File: src/rtl/usar_defs.vh
// Purpose: constants for the ups status and alert reporter
// Assumes: 32-bit avalon-mm data, byte addresses
// Notes:   definitions only
`ifndef USAR_DEFS_VH
`define USAR_DEFS_VH
// ----------------------------------------
// register byte offsets
// ----------------------------------------
`define USAR_OFF_OPT      6'h00
`define USAR_OFF_COND     6'h04
`define USAR_OFF_MODE     6'h08
`define USAR_OFF_FAULT    6'h0C
`define USAR_OFF_SHUT     6'h10
`define USAR_OFF_CTRL     6'h14
`define USAR_OFF_STAT     6'h18
`define USAR_OFF_HEX_OPT  6'h20
`define USAR_OFF_HEX_COND 6'h24
`define USAR_OFF_HEX_MODE 6'h28
`define USAR_OFF_HEX_FLT  6'h2C
`define USAR_OFF_HEX_SHUT 6'h30
// ----------------------------------------
// fields and reset values
// ----------------------------------------
`define USAR_CTRL_RESET    2'h3
`define USAR_CTRL_ALERT_EN 0
`define USAR_CTRL_ENV_EN   1
`define USAR_SHUT_ABN_MASK 8'hE6
`define USAR_NOT_READY     16'h534D
// ----------------------------------------
// alert characters and pending slots
// ----------------------------------------
`define USAR_CH_LINE_FAIL  8'h21
`define USAR_CH_LINE_BACK  8'h24
`define USAR_CH_BATT_LOW   8'h25
`define USAR_CH_BATT_BACK  8'h2B
`define USAR_CH_ABNORMAL   8'h3F
`define USAR_CH_ABN_CLEAR  8'h3D
`define USAR_CH_TURN_OFF   8'h2A
`define USAR_CH_REPLACE    8'h23
`define USAR_CH_ENV_ALARM  8'h26
`define USAR_CH_CFG_CHANGE 8'h5F
`define USAR_P_LINE_FAIL   0
`define USAR_P_LINE_BACK   1
`define USAR_P_BATT_LOW    2
`define USAR_P_BATT_BACK   3
`define USAR_P_ABNORMAL    4
`define USAR_P_ABN_CLEAR   5
`define USAR_P_REPLACE     6
`define USAR_P_ENV_ALARM   7
`define USAR_P_CFG_CHANGE  8
`define USAR_P_TURN_OFF    9
`define USAR_PEND_RESET    10'h010
// ----------------------------------------
// timing
// ----------------------------------------
`define USAR_CLK_HZ          25000000
`define USAR_LINE_REPEAT_S   30
`define USAR_ENV_REPEAT_MIN  2
`define USAR_REPL_REPEAT_H   5
`endif

File: src/rtl/usar_repeat_timer.v
// Purpose: seconds-based repeat timer for periodic alerts
// Assumes: secTick is a one-cycle pulse once per second
// Notes:   restarts from zero whenever run drops
`timescale 1ns/100ps
`default_nettype none
module usar_repeat_timer #(
   parameter CNT_W = 15,
   parameter [CNT_W-1:0] LIMIT = 15'd30
) (
   input  wire mclk,
   input  wire srst,
   input  wire run,
   input  wire secTick,
   output reg  fire
);
   reg [CNT_W-1:0] count_reg;
   always @(posedge mclk) begin
      if (srst || !run) begin
         count_reg <= {CNT_W{1'b0}};
         fire      <= 1'b0;
      end else begin
         fire <= 1'b0;
         if (secTick) begin
            if (count_reg == LIMIT - 1'b1) begin
               count_reg <= {CNT_W{1'b0}};
               fire      <= 1'b1;
            end else begin
               count_reg <= count_reg + 1'b1;
            end
         end
      end
   end
endmodule
`default_nettype wire

File: src/rtl/usar_top.v
// Purpose: ups status bytes and unprompted alert characters
// Assumes: condition pins are asynchronous; alert sink handshakes
// Notes:   registers read over avalon-mm, one wait state
`timescale 1ns/100ps
`default_nettype none
`include "usar_defs.vh"
module usar_top #(
   parameter CYCLES_PER_SEC = `USAR_CLK_HZ
) (
   input  wire        mclk,
   input  wire        srst,
   input  wire [5:0]  avs_address,
   input  wire        avs_read,
   input  wire        avs_write,
   input  wire [31:0] avs_writedata,
   input  wire [3:0]  avs_byteenable,
   output reg  [31:0] avs_readdata,
   output wire        avs_waitrequest,
   input  wire [3:0]  optSwitch,
   input  wire        calibrating,
   input  wire        trimActive,
   input  wire        boostActive,
   input  wire        onLine,
   input  wire        onBattery,
   input  wire        overload,
   input  wire        batteryLow,
   input  wire        replaceBattery,
   input  wire [7:0]  modeIn,
   input  wire [7:0]  faultIn,
   input  wire [7:0]  shutIn,
   input  wire        statusReady,
   input  wire        envAlarm,
   input  wire        nvChange,
   input  wire        batteryTest,
   input  wire        unitOff,
   input  wire        loadOffReq,
   output reg  [7:0]  alertData,
   output reg         alertValid,
   input  wire        alertReady,
   output reg         commandsLocked
);
   // ----------------------------------------
   // pin synchronisers
   // ----------------------------------------
   localparam PW = 42;
   wire [PW-1:0] pinRaw = {loadOffReq, unitOff, batteryTest, nvChange,
                           envAlarm, statusReady, shutIn, faultIn, modeIn,
                           replaceBattery, batteryLow, overload, onBattery,
                           onLine, boostActive, trimActive, calibrating,
                           optSwitch};
   reg  [PW-1:0] sync1_reg;
   reg  [PW-1:0] sync2_reg;
   reg  [PW-1:0] prev_reg;
   always @(posedge mclk) begin
      if (srst) begin
         sync1_reg <= {PW{1'b0}};
         sync2_reg <= {PW{1'b0}};
         prev_reg  <= {PW{1'b0}};
      end else begin
         sync1_reg <= pinRaw;
         sync2_reg <= sync1_reg;
         prev_reg  <= sync2_reg;
      end
   end
   wire [3:0] optS    = sync2_reg[3:0];
   wire [7:0] condS   = sync2_reg[11:4];
   wire [7:0] modeS   = sync2_reg[19:12];
   wire [7:0] faultS  = sync2_reg[27:20];
   wire [7:0] shutS   = sync2_reg[35:28];
   wire       readyS  = sync2_reg[36];
   wire       envS    = sync2_reg[37];
   wire       battS   = condS[4];
   wire       lowS    = condS[6];
   wire       replS   = condS[7];
   wire [PW-1:0] rise = sync2_reg & ~prev_reg;
   wire [PW-1:0] fall = ~sync2_reg & prev_reg;
   wire [7:0] abnNow  = shutS & `USAR_SHUT_ABN_MASK;
   wire [7:0] abnPrev = prev_reg[35:28] & `USAR_SHUT_ABN_MASK;

   // ----------------------------------------
   // register views
   // ----------------------------------------
   wire [7:0] optByte  = {4'h0, optS};
   // calibrating, trim, boost, line, battery, overload, low, replace in bit order
   wire [7:0] condByte = condS;
   wire [7:0] modeByte = modeS;
   wire [7:0] fltByte  = faultS;
   wire [7:0] shutByte = shutS;

   function [7:0] hexDigit;
      input [3:0] nib;
      begin
         if (nib < 4'hA)
            hexDigit = 8'h30 + {4'h0, nib};
         else
            hexDigit = 8'h37 + {4'h0, nib};
      end
   endfunction

   function [15:0] hexPair;
      input [7:0] b;
      begin
         hexPair = {hexDigit(b[7:4]), hexDigit(b[3:0])};
      end
   endfunction

   // ----------------------------------------
   // avalon-mm slave
   // ----------------------------------------
   reg  [1:0] ctrl_reg;
   reg        ack_reg;
   reg        lfSent_reg;
   reg        lbSent_reg;
   reg        abnSent_reg;
   reg        rbActive_reg;
   reg  [7:0] lastAlert_reg;
   wire       busReq = avs_read | avs_write;
   assign avs_waitrequest = busReq & ~ack_reg;
   reg  [31:0] rdNext;
   always @* begin
      rdNext = 32'h0000_0000;
      case (avs_address)
         `USAR_OFF_OPT:      rdNext[7:0] = optByte;
         `USAR_OFF_COND:     rdNext[7:0] = condByte;
         `USAR_OFF_MODE:     rdNext[7:0] = modeByte;
         `USAR_OFF_FAULT:    rdNext[7:0] = fltByte;
         `USAR_OFF_SHUT:     rdNext[7:0] = shutByte;
         `USAR_OFF_CTRL:     rdNext[1:0] = ctrl_reg;
         `USAR_OFF_STAT:     rdNext[15:0] = {lastAlert_reg, 3'h0,
                                rbActive_reg, abnSent_reg, lbSent_reg,
                                lfSent_reg, commandsLocked};
         `USAR_OFF_HEX_OPT:  rdNext[15:0] = hexPair(optByte);
         `USAR_OFF_HEX_COND: rdNext[15:0] = readyS ? hexPair(condByte)
                                                   : `USAR_NOT_READY;
         `USAR_OFF_HEX_MODE: rdNext[15:0] = hexPair(modeByte);
         `USAR_OFF_HEX_FLT:  rdNext[15:0] = hexPair(fltByte);
         `USAR_OFF_HEX_SHUT: rdNext[15:0] = hexPair(shutByte);
         default:            rdNext = 32'h0000_0000;
      endcase
   end
   // data leaves only as read answers; nothing is pushed on the bus
   always @(posedge mclk) begin
      if (srst) begin
         ack_reg      <= 1'b0;
         avs_readdata <= 32'h0000_0000;
         ctrl_reg     <= `USAR_CTRL_RESET;
      end else begin
         ack_reg <= busReq & ~ack_reg;
         if (avs_read && !ack_reg)
            avs_readdata <= rdNext;
         // after the turn-off alert writes are acknowledged but dropped
         // a write lands on the edge that completes it, waitrequest low
         if (avs_write && ack_reg && !commandsLocked &&
             avs_address == `USAR_OFF_CTRL && avs_byteenable[0])
            ctrl_reg <= avs_writedata[1:0];
      end
   end

   // ----------------------------------------
   // second tick and repeat timers
   // ----------------------------------------
   localparam CW = 26;
   localparam [31:0] SEC_L32  = CYCLES_PER_SEC - 1;
   localparam [31:0] LINE_L32 = `USAR_LINE_REPEAT_S;
   localparam [31:0] ENV_L32  = `USAR_ENV_REPEAT_MIN * 60;
   localparam [31:0] REPL_L32 = `USAR_REPL_REPEAT_H * 3600;
   localparam [CW-1:0] SEC_LAST = SEC_L32[CW-1:0];
   localparam [14:0] LINE_S = LINE_L32[14:0];
   localparam [14:0] ENV_S  = ENV_L32[14:0];
   localparam [14:0] REPL_S = REPL_L32[14:0];
   reg [CW-1:0] secCnt_reg;
   reg          secTick;
   always @(posedge mclk) begin
      if (srst) begin
         secCnt_reg <= {CW{1'b0}};
         secTick    <= 1'b0;
      end else begin
         secTick <= (secCnt_reg == SEC_LAST);
         if (secCnt_reg == SEC_LAST)
            secCnt_reg <= {CW{1'b0}};
         else
            secCnt_reg <= secCnt_reg + 1'b1;
      end
   end
   wire lineFire;
   wire envFire;
   wire replFire;
   wire envOn = envS & ctrl_reg[`USAR_CTRL_ENV_EN];
   usar_repeat_timer #(.CNT_W(15), .LIMIT(LINE_S)) lineTimer (
      .mclk    (mclk),
      .srst    (srst),
      .run     (battS & ~lowS),
      .secTick (secTick),
      .fire    (lineFire)
   );
   usar_repeat_timer #(.CNT_W(15), .LIMIT(ENV_S)) envTimer (
      .mclk    (mclk),
      .srst    (srst),
      .run     (envOn),
      .secTick (secTick),
      .fire    (envFire)
   );
   usar_repeat_timer #(.CNT_W(15), .LIMIT(REPL_S)) replTimer (
      .mclk    (mclk),
      .srst    (srst),
      .run     (rbActive_reg),
      .secTick (secTick),
      .fire    (replFire)
   );

   // ----------------------------------------
   // alert events
   // ----------------------------------------
   reg [9:0] evt;
   always @* begin
      evt = 10'h000;
      evt[`USAR_P_LINE_FAIL]  = rise[8] | (lineFire & battS & ~lowS);
      evt[`USAR_P_LINE_BACK]  = fall[8] & lfSent_reg;
      evt[`USAR_P_BATT_LOW]   = rise[10];
      evt[`USAR_P_BATT_BACK]  = fall[10] & lbSent_reg;
      evt[`USAR_P_ABNORMAL]   = (abnNow != abnPrev) &&
                                (abnNow != 8'h00);
      evt[`USAR_P_ABN_CLEAR]  = (abnPrev != 8'h00) && (abnNow == 8'h00) &&
                                abnSent_reg;
      evt[`USAR_P_REPLACE]    = rise[11] | (replFire & rbActive_reg);
      evt[`USAR_P_ENV_ALARM]  = (rise[37] & envOn) | (envFire & envOn);
      evt[`USAR_P_CFG_CHANGE] = rise[38];
      evt[`USAR_P_TURN_OFF]   = rise[41];
   end

   // ----------------------------------------
   // pending alerts and sender
   // ----------------------------------------
   // one pending bit per character: repeats collapse, none are lost
   reg [9:0] pend_reg;
   reg [3:0] pick;
   reg       pickAny;
   integer   i;
   always @* begin
      pick    = 4'h0;
      pickAny = 1'b0;
      for (i = 0; i < 10; i = i + 1) begin
         if (pend_reg[i]) begin
            pick    = i[3:0];
            pickAny = 1'b1;
         end
      end
   end

   function [7:0] alertChar;
      input [3:0] idx;
      begin
         case (idx)
            `USAR_P_LINE_FAIL:  alertChar = `USAR_CH_LINE_FAIL;
            `USAR_P_LINE_BACK:  alertChar = `USAR_CH_LINE_BACK;
            `USAR_P_BATT_LOW:   alertChar = `USAR_CH_BATT_LOW;
            `USAR_P_BATT_BACK:  alertChar = `USAR_CH_BATT_BACK;
            `USAR_P_ABNORMAL:   alertChar = `USAR_CH_ABNORMAL;
            `USAR_P_ABN_CLEAR:  alertChar = `USAR_CH_ABN_CLEAR;
            `USAR_P_REPLACE:    alertChar = `USAR_CH_REPLACE;
            `USAR_P_ENV_ALARM:  alertChar = `USAR_CH_ENV_ALARM;
            `USAR_P_CFG_CHANGE: alertChar = `USAR_CH_CFG_CHANGE;
            default:            alertChar = `USAR_CH_TURN_OFF;
         endcase
      end
   endfunction

   wire       sendDone  = alertValid & alertReady;
   wire       alertEn   = ctrl_reg[`USAR_CTRL_ALERT_EN];
   wire       canLoad   = (~alertValid | alertReady) & pickAny & alertEn;
   reg  [9:0] clrMask;
   reg  [3:0] busy_reg;
   always @* begin
      clrMask = 10'h000;
      if (canLoad)
         clrMask[pick] = 1'b1;
   end
   // power-on abnormal alert is preloaded in the reset value
   always @(posedge mclk) begin
      if (srst) begin
         pend_reg   <= `USAR_PEND_RESET;
         alertValid <= 1'b0;
         alertData  <= 8'h00;
         busy_reg   <= 4'h0;
      end else begin
         // set wins over the clear of the slot being loaded
         pend_reg <= (pend_reg & ~clrMask) | evt;
         if (canLoad) begin
            alertValid <= 1'b1;
            alertData  <= alertChar(pick);
            busy_reg   <= pick;
         end else if (sendDone) begin
            alertValid <= 1'b0;
         end
      end
   end

   // ----------------------------------------
   // alert history flags
   // ----------------------------------------
   wire sentLf  = sendDone && busy_reg == `USAR_P_LINE_FAIL;
   wire sentLb  = sendDone && busy_reg == `USAR_P_BATT_LOW;
   wire sentOff = sendDone && busy_reg == `USAR_P_TURN_OFF;
   wire sentAbn = sendDone && busy_reg == `USAR_P_ABNORMAL && abnNow != 8'h00;
   always @(posedge mclk) begin
      if (srst) begin
         lfSent_reg     <= 1'b0;
         lbSent_reg     <= 1'b0;
         abnSent_reg    <= 1'b0;
         rbActive_reg   <= 1'b0;
         commandsLocked <= 1'b0;
         lastAlert_reg  <= 8'h00;
      end else begin
         if (sendDone)
            lastAlert_reg <= alertData;
         if (sentLf)
            lfSent_reg <= 1'b1;
         else if (fall[8])
            lfSent_reg <= 1'b0;
         if (sentLb)
            lbSent_reg <= 1'b1;
         else if (fall[10])
            lbSent_reg <= 1'b0;
         // the power-on copy finds no shutdown cause and is not armed
         if (sentAbn)
            abnSent_reg <= 1'b1;
         else if (abnNow == 8'h00)
            abnSent_reg <= 1'b0;
         if (rise[11])
            rbActive_reg <= 1'b1;
         else if (rise[39] || rise[40])
            rbActive_reg <= 1'b0;
         // held until reset: the unit is about to drop the load
         if (sentOff)
            commandsLocked <= 1'b1;
      end
   end
endmodule
`default_nettype wire

File: config.mk
export PLATFORM = sky130hd
export DESIGN_NAME = usar_top
export DESIGN_NICKNAME = d
export VERILOG_FILES = /design/src/rtl/usar_repeat_timer.v /design/src/rtl/usar_top.v
export VERILOG_INCLUDE_DIRS = /design/src /design/src/rtl
export SDC_FILE = /design/constraint.sdc
export NUM_CORES = 1
export LEC_CHECK = 0
export CAP_MARGIN = 5
export CORE_UTILIZATION = 56
export CTS_CLUSTER_SIZE = 14
export DETAILED_ROUTE_END_ITERATION = 10
export DONT_BUFFER_PORTS = 1
export HOLD_SLACK_MARGIN = 0.02
export PLACE_DENSITY = 0.71
export SLEW_MARGIN = 0
export SYNTH_ARGS = -nofsm -noshare
export SYNTH_HDL_FRONTEND = slang
export SYNTH_SLANG_ARGS = --single-unit
File: constraint.sdc
create_clock -name mclk -period 3 [get_ports mclk]
set_input_delay 0.3 -clock mclk [delete_from_list [all_inputs] [get_ports mclk]]
set_output_delay 0.3 -clock mclk [all_outputs]
set_load 0.05 [all_outputs]
==> summary by stage <==
Timing
For this run, the top clock speed supported by timing is approximately 450 MHz. The max-slew violation total from the final report came to 0. The final hold violation count was 0. In this run the tightest slew margin relative to its limit is 40.15%. The setup slack after layout is 0.7768 ns.

Setup repair after global routing left no endpoint under its margin. The final worst clock skew is 0.01904 ns. Setup violations remaining at the end of the flow were counted as 0. For the finished layout, the period the worst path requires is 2.223 ns. For the pin with the worst max-slew slack, the measured transition is 0.8944 ns. The ratio of final minimum period to clock period is 74.11%. For the final routed database, the setup TNS stands at 0 ns.

Place
At the placement stage, the worst setup path has a slack of 0.7650 ns. The weighted congestion reported at the end of routability-driven placement is ~0.95. Detailed placement ended at an HPWL of 15330 µm.

The count of buffers added on input and output ports is 0.

Clocking
After clock tree synthesis, the clock-pin slew on the worst setup and hold paths is 0.06 ns. Counting every sink on the clock net gives 224. The post-CTS setup-driven buffer insertion count is 0. CTS built an H-tree with a depth of 1. TritonCTS built the clock tree. In this run the clock root is driven by a sky130_fd_sc_hd__clkbuf_16. The number of clock buffers added by TritonCTS is 24. The clock insertion delay at the later pin of the skew report is 0.52 ns. The number of hold-repair buffers added at the cts stage is 48.

After clock tree synthesis, the repair step resized 0 gates. The buffer levels on the longest clock path is 3.

Synthesis
The number of flops mapped to enable cells by yosys is 0. The number of cells produced by synthesis is between 1000 and 1500. The synthesized netlist occupies a cell area of slightly below 10000 µm².

The cell accounting for the most synthesized area is sky130_fd_sc_hd__dfxtp_1. The number of distinct library cell variants in the gate-level netlist after synthesis is 66. The synthesized area per cell is between 8 and 9 µm².

Of the synthesized area, sequential elements account for between 40 and 50%. The flip-flop cell with the highest count after synthesis is sky130_fd_sc_hd__dfxtp_1. Yosys attributes the largest share of cell area to sky130_fd_sc_hd__dfxtp_1, sky130_fd_sc_hd__nor2b_1, sky130_fd_sc_hd__nor2_1. The commonest cells after synthesis are sky130_fd_sc_hd__dfxtp_1, sky130_fd_sc_hd__nor2_1, sky130_fd_sc_hd__nor2b_1. The register bit total from synthesis is roughly 220. The leading cell type by number of instances after synthesis is sky130_fd_sc_hd__dfxtp_1.

The share of async-settable or async-resettable flops after synthesis is 0%. The synthesized design devotes to its leading area cell type 45.51% of total area. The count of yosys warnings during synthesis is 0.

Critical path
Data on the critical path is required at its endpoint by 3.40 ns. The launching element type of the critical path is a flip-flop. The data arrival at the endpoint of the critical path is about 2.6 ns. In this run the worst setup path terminates at secCnt_reg[14]. For flop-to-flop paths, the worst setup slack is 0.78 ns. The capture point of the worst reg-to-reg path is secCnt_reg[14].

The worst setup path is of the reg2reg kind. The number of cell instances on the worst register-to-register path is 6. The startpoint of the most critical setup path is secCnt_reg[15]. In this run the worst path has a maximum fanout of 13. The worst setup path is captured at a flip-flop. The startpoint identified for the worst register-to-register timing path is secCnt_reg[15].

Die
The floorplan step set the die width to 134.7 µm. The number of standard-cell rows in the floorplan is 48. The die covers 18130 µm². The die extent in y is 134.7 µm. Once the floorplan was initialized, standard cells occupied 57.17% of the core. around 130 I/O pins were placed. The floorplan core area is 17240 µm².

Route
The routed length per instance is 15.87 µm. The number of DRC violations after detailed routing is 1. The count of nets left with antenna violations after detail routing is 0. The total number of vias is between 7000 and 8000. The number of vias per cell after detailed routing is 5.538. Wires add up to 22240 µm. The first routing iteration left 577 violations.

The count of TritonRoute iterations in the first routing pass is 8.

Final layout
The number of diodes is 0. Registers take 4484 µm². Fill cells in the final layout number between 1000 and 1500. Summing all multi-input logic gate instances after layout gives around 4900 µm². The area growth from synthesis to layout is 12.91%. The fraction of layout cells with a size suffix above 1 is just under 5%. The number of nets at the end of the flow is between 1000 and 1500.

Run status
The run finished, with violations left. The final reports fail on DRC.

Power
The worst-case IR drop observed on VDD is 496.3 µV. The leakage component of the power is 3.975 nW. The ratio of total power to cell area is around 580 nW/µm².

Global route
The via count of the first global-routing pass is 7212. The initial antenna violation count is 0. The global-route track usage on met1 is roughly 33%. The first global-routing pass estimated 35910 µm of wire. Entering global routing, the biggest net connects 151 pins. Across every metal layer, demand over resource in global routing totals ~25%. Global routing consumed, on the met3 layer, 4.505% of the routing resources.

The global routing stage identified its most utilized layer as met2. The met2 usage is about two fifths. Summed over all layers, the global routing overflow is 0.

Flow run
The max-cap violation count is 0.

Worst hold path
The startpoint identified for the worst hold timing path is srst. The path class of the tightest hold or removal check is in2reg.
==> cell usage in the layout, fill, tap and decap left out, types with 33 or more instances in the layout <==
cell type                       Yosys  final
sky130_fd_sc_hd__dlygate4sd3_1      0     47
sky130_fd_sc_hd__xnor2_1           37     37
sky130_fd_sc_hd__nor2_1           131    131
sky130_fd_sc_hd__nor2b_1          111    111
sky130_fd_sc_hd__dfxtp_1          224    224
sky130_fd_sc_hd__a21oi_1           60     60
sky130_fd_sc_hd__inv_1             45     45
sky130_fd_sc_hd__nand3_1           33     33
sky130_fd_sc_hd__xor2_1            43     43
sky130_fd_sc_hd__nand2_1           95     95
sky130_fd_sc_hd__o21ai_0           37     37
==> logic make-up (layout without fill, tap and decap cells) <==
logic type,Yosys count,count (layout),share of synthesized area (%)
multiplexers,10,10,1.168
other,1,18,0.03805
AND/OR/NAND/NOR,500,500,26.27
adder cells (fa/ha/maj),19,19,2.387
buffers and inverters,113,141,5.460
AO/OA/AOI/OAI,184,184,12.06
XOR/XNOR,80,80,7.110
flip-flops,224,224,45.51
==> worst max-delay path: stages (launching register included) <==
cell	delay [ns]
sky130_fd_sc_hd__dfxtp_1	0.36
sky130_fd_sc_hd__or4_1	0.51
sky130_fd_sc_hd__or4_1	0.49
sky130_fd_sc_hd__nor4_2	0.16
sky130_fd_sc_hd__or2_1	0.28
sky130_fd_sc_hd__buf_4	0.24
sky130_fd_sc_hd__nor2_1	0.07
==> stage by stage <==
stage | hold slack [ns] | utilization, % | area (µm²) | power (mW) | cells
floorplan | 0.4138 | - | 9918 | 3.644 | 1148
global placement | 0.3803 | 57.43 | 9898 | 3.671 | 1314
detailed placement | 0.3816 | 57.43 | 9898 | 3.677 | 1314
CTS | 0.1031 | 64.55 | 11130 | 6.493 | 1401
global route | 0.1277 | 64.55 | 11130 | 6.681 | 1401
finish | 0.1290 | 64.55 | 11130 | 6.433 | 1401
==> routing by layer <==
metal	vias to the layer above	share of wire, %
met5	-	0
met4	0	2.1
met3	36	6.5
met2	251	45
met1	3571	46
li1	3901	-
==> power by group <==
group,switching [mW],internal (mW),total [mW]
clock network,1.13,1.60,2.73
registers,0.157,3.08,3.23
logic,0.279,0.189,0.468
==> layout make-up <==
cell class,count,area share [%]
Timing Repair Buffer,57,5.083
Clock inverter,9,0.7871
Clock buffer,30,5.780
Inverter,45,1.518
Sequential cell,224,40.30
Multi-Input combinational cell,811,44.00
Tap cell,225,2.530
==> how the worst min path moves through the flow <==
stage,slack [ns],end,cells after the start
2_1_floorplan,0.41,sync2_reg[0],1
3_3_place_gp,0.38,sync1_reg[28],1
3_5_place_dp,0.38,sync1_reg[28],1
4_1_cts,0.10,avs_readdata[1],4
5_1_grt,0.13,secCnt_reg[23],2
6_report,0.13,secCnt_reg[23],2
Note: power is estimated with default switching activity, not from simulation.
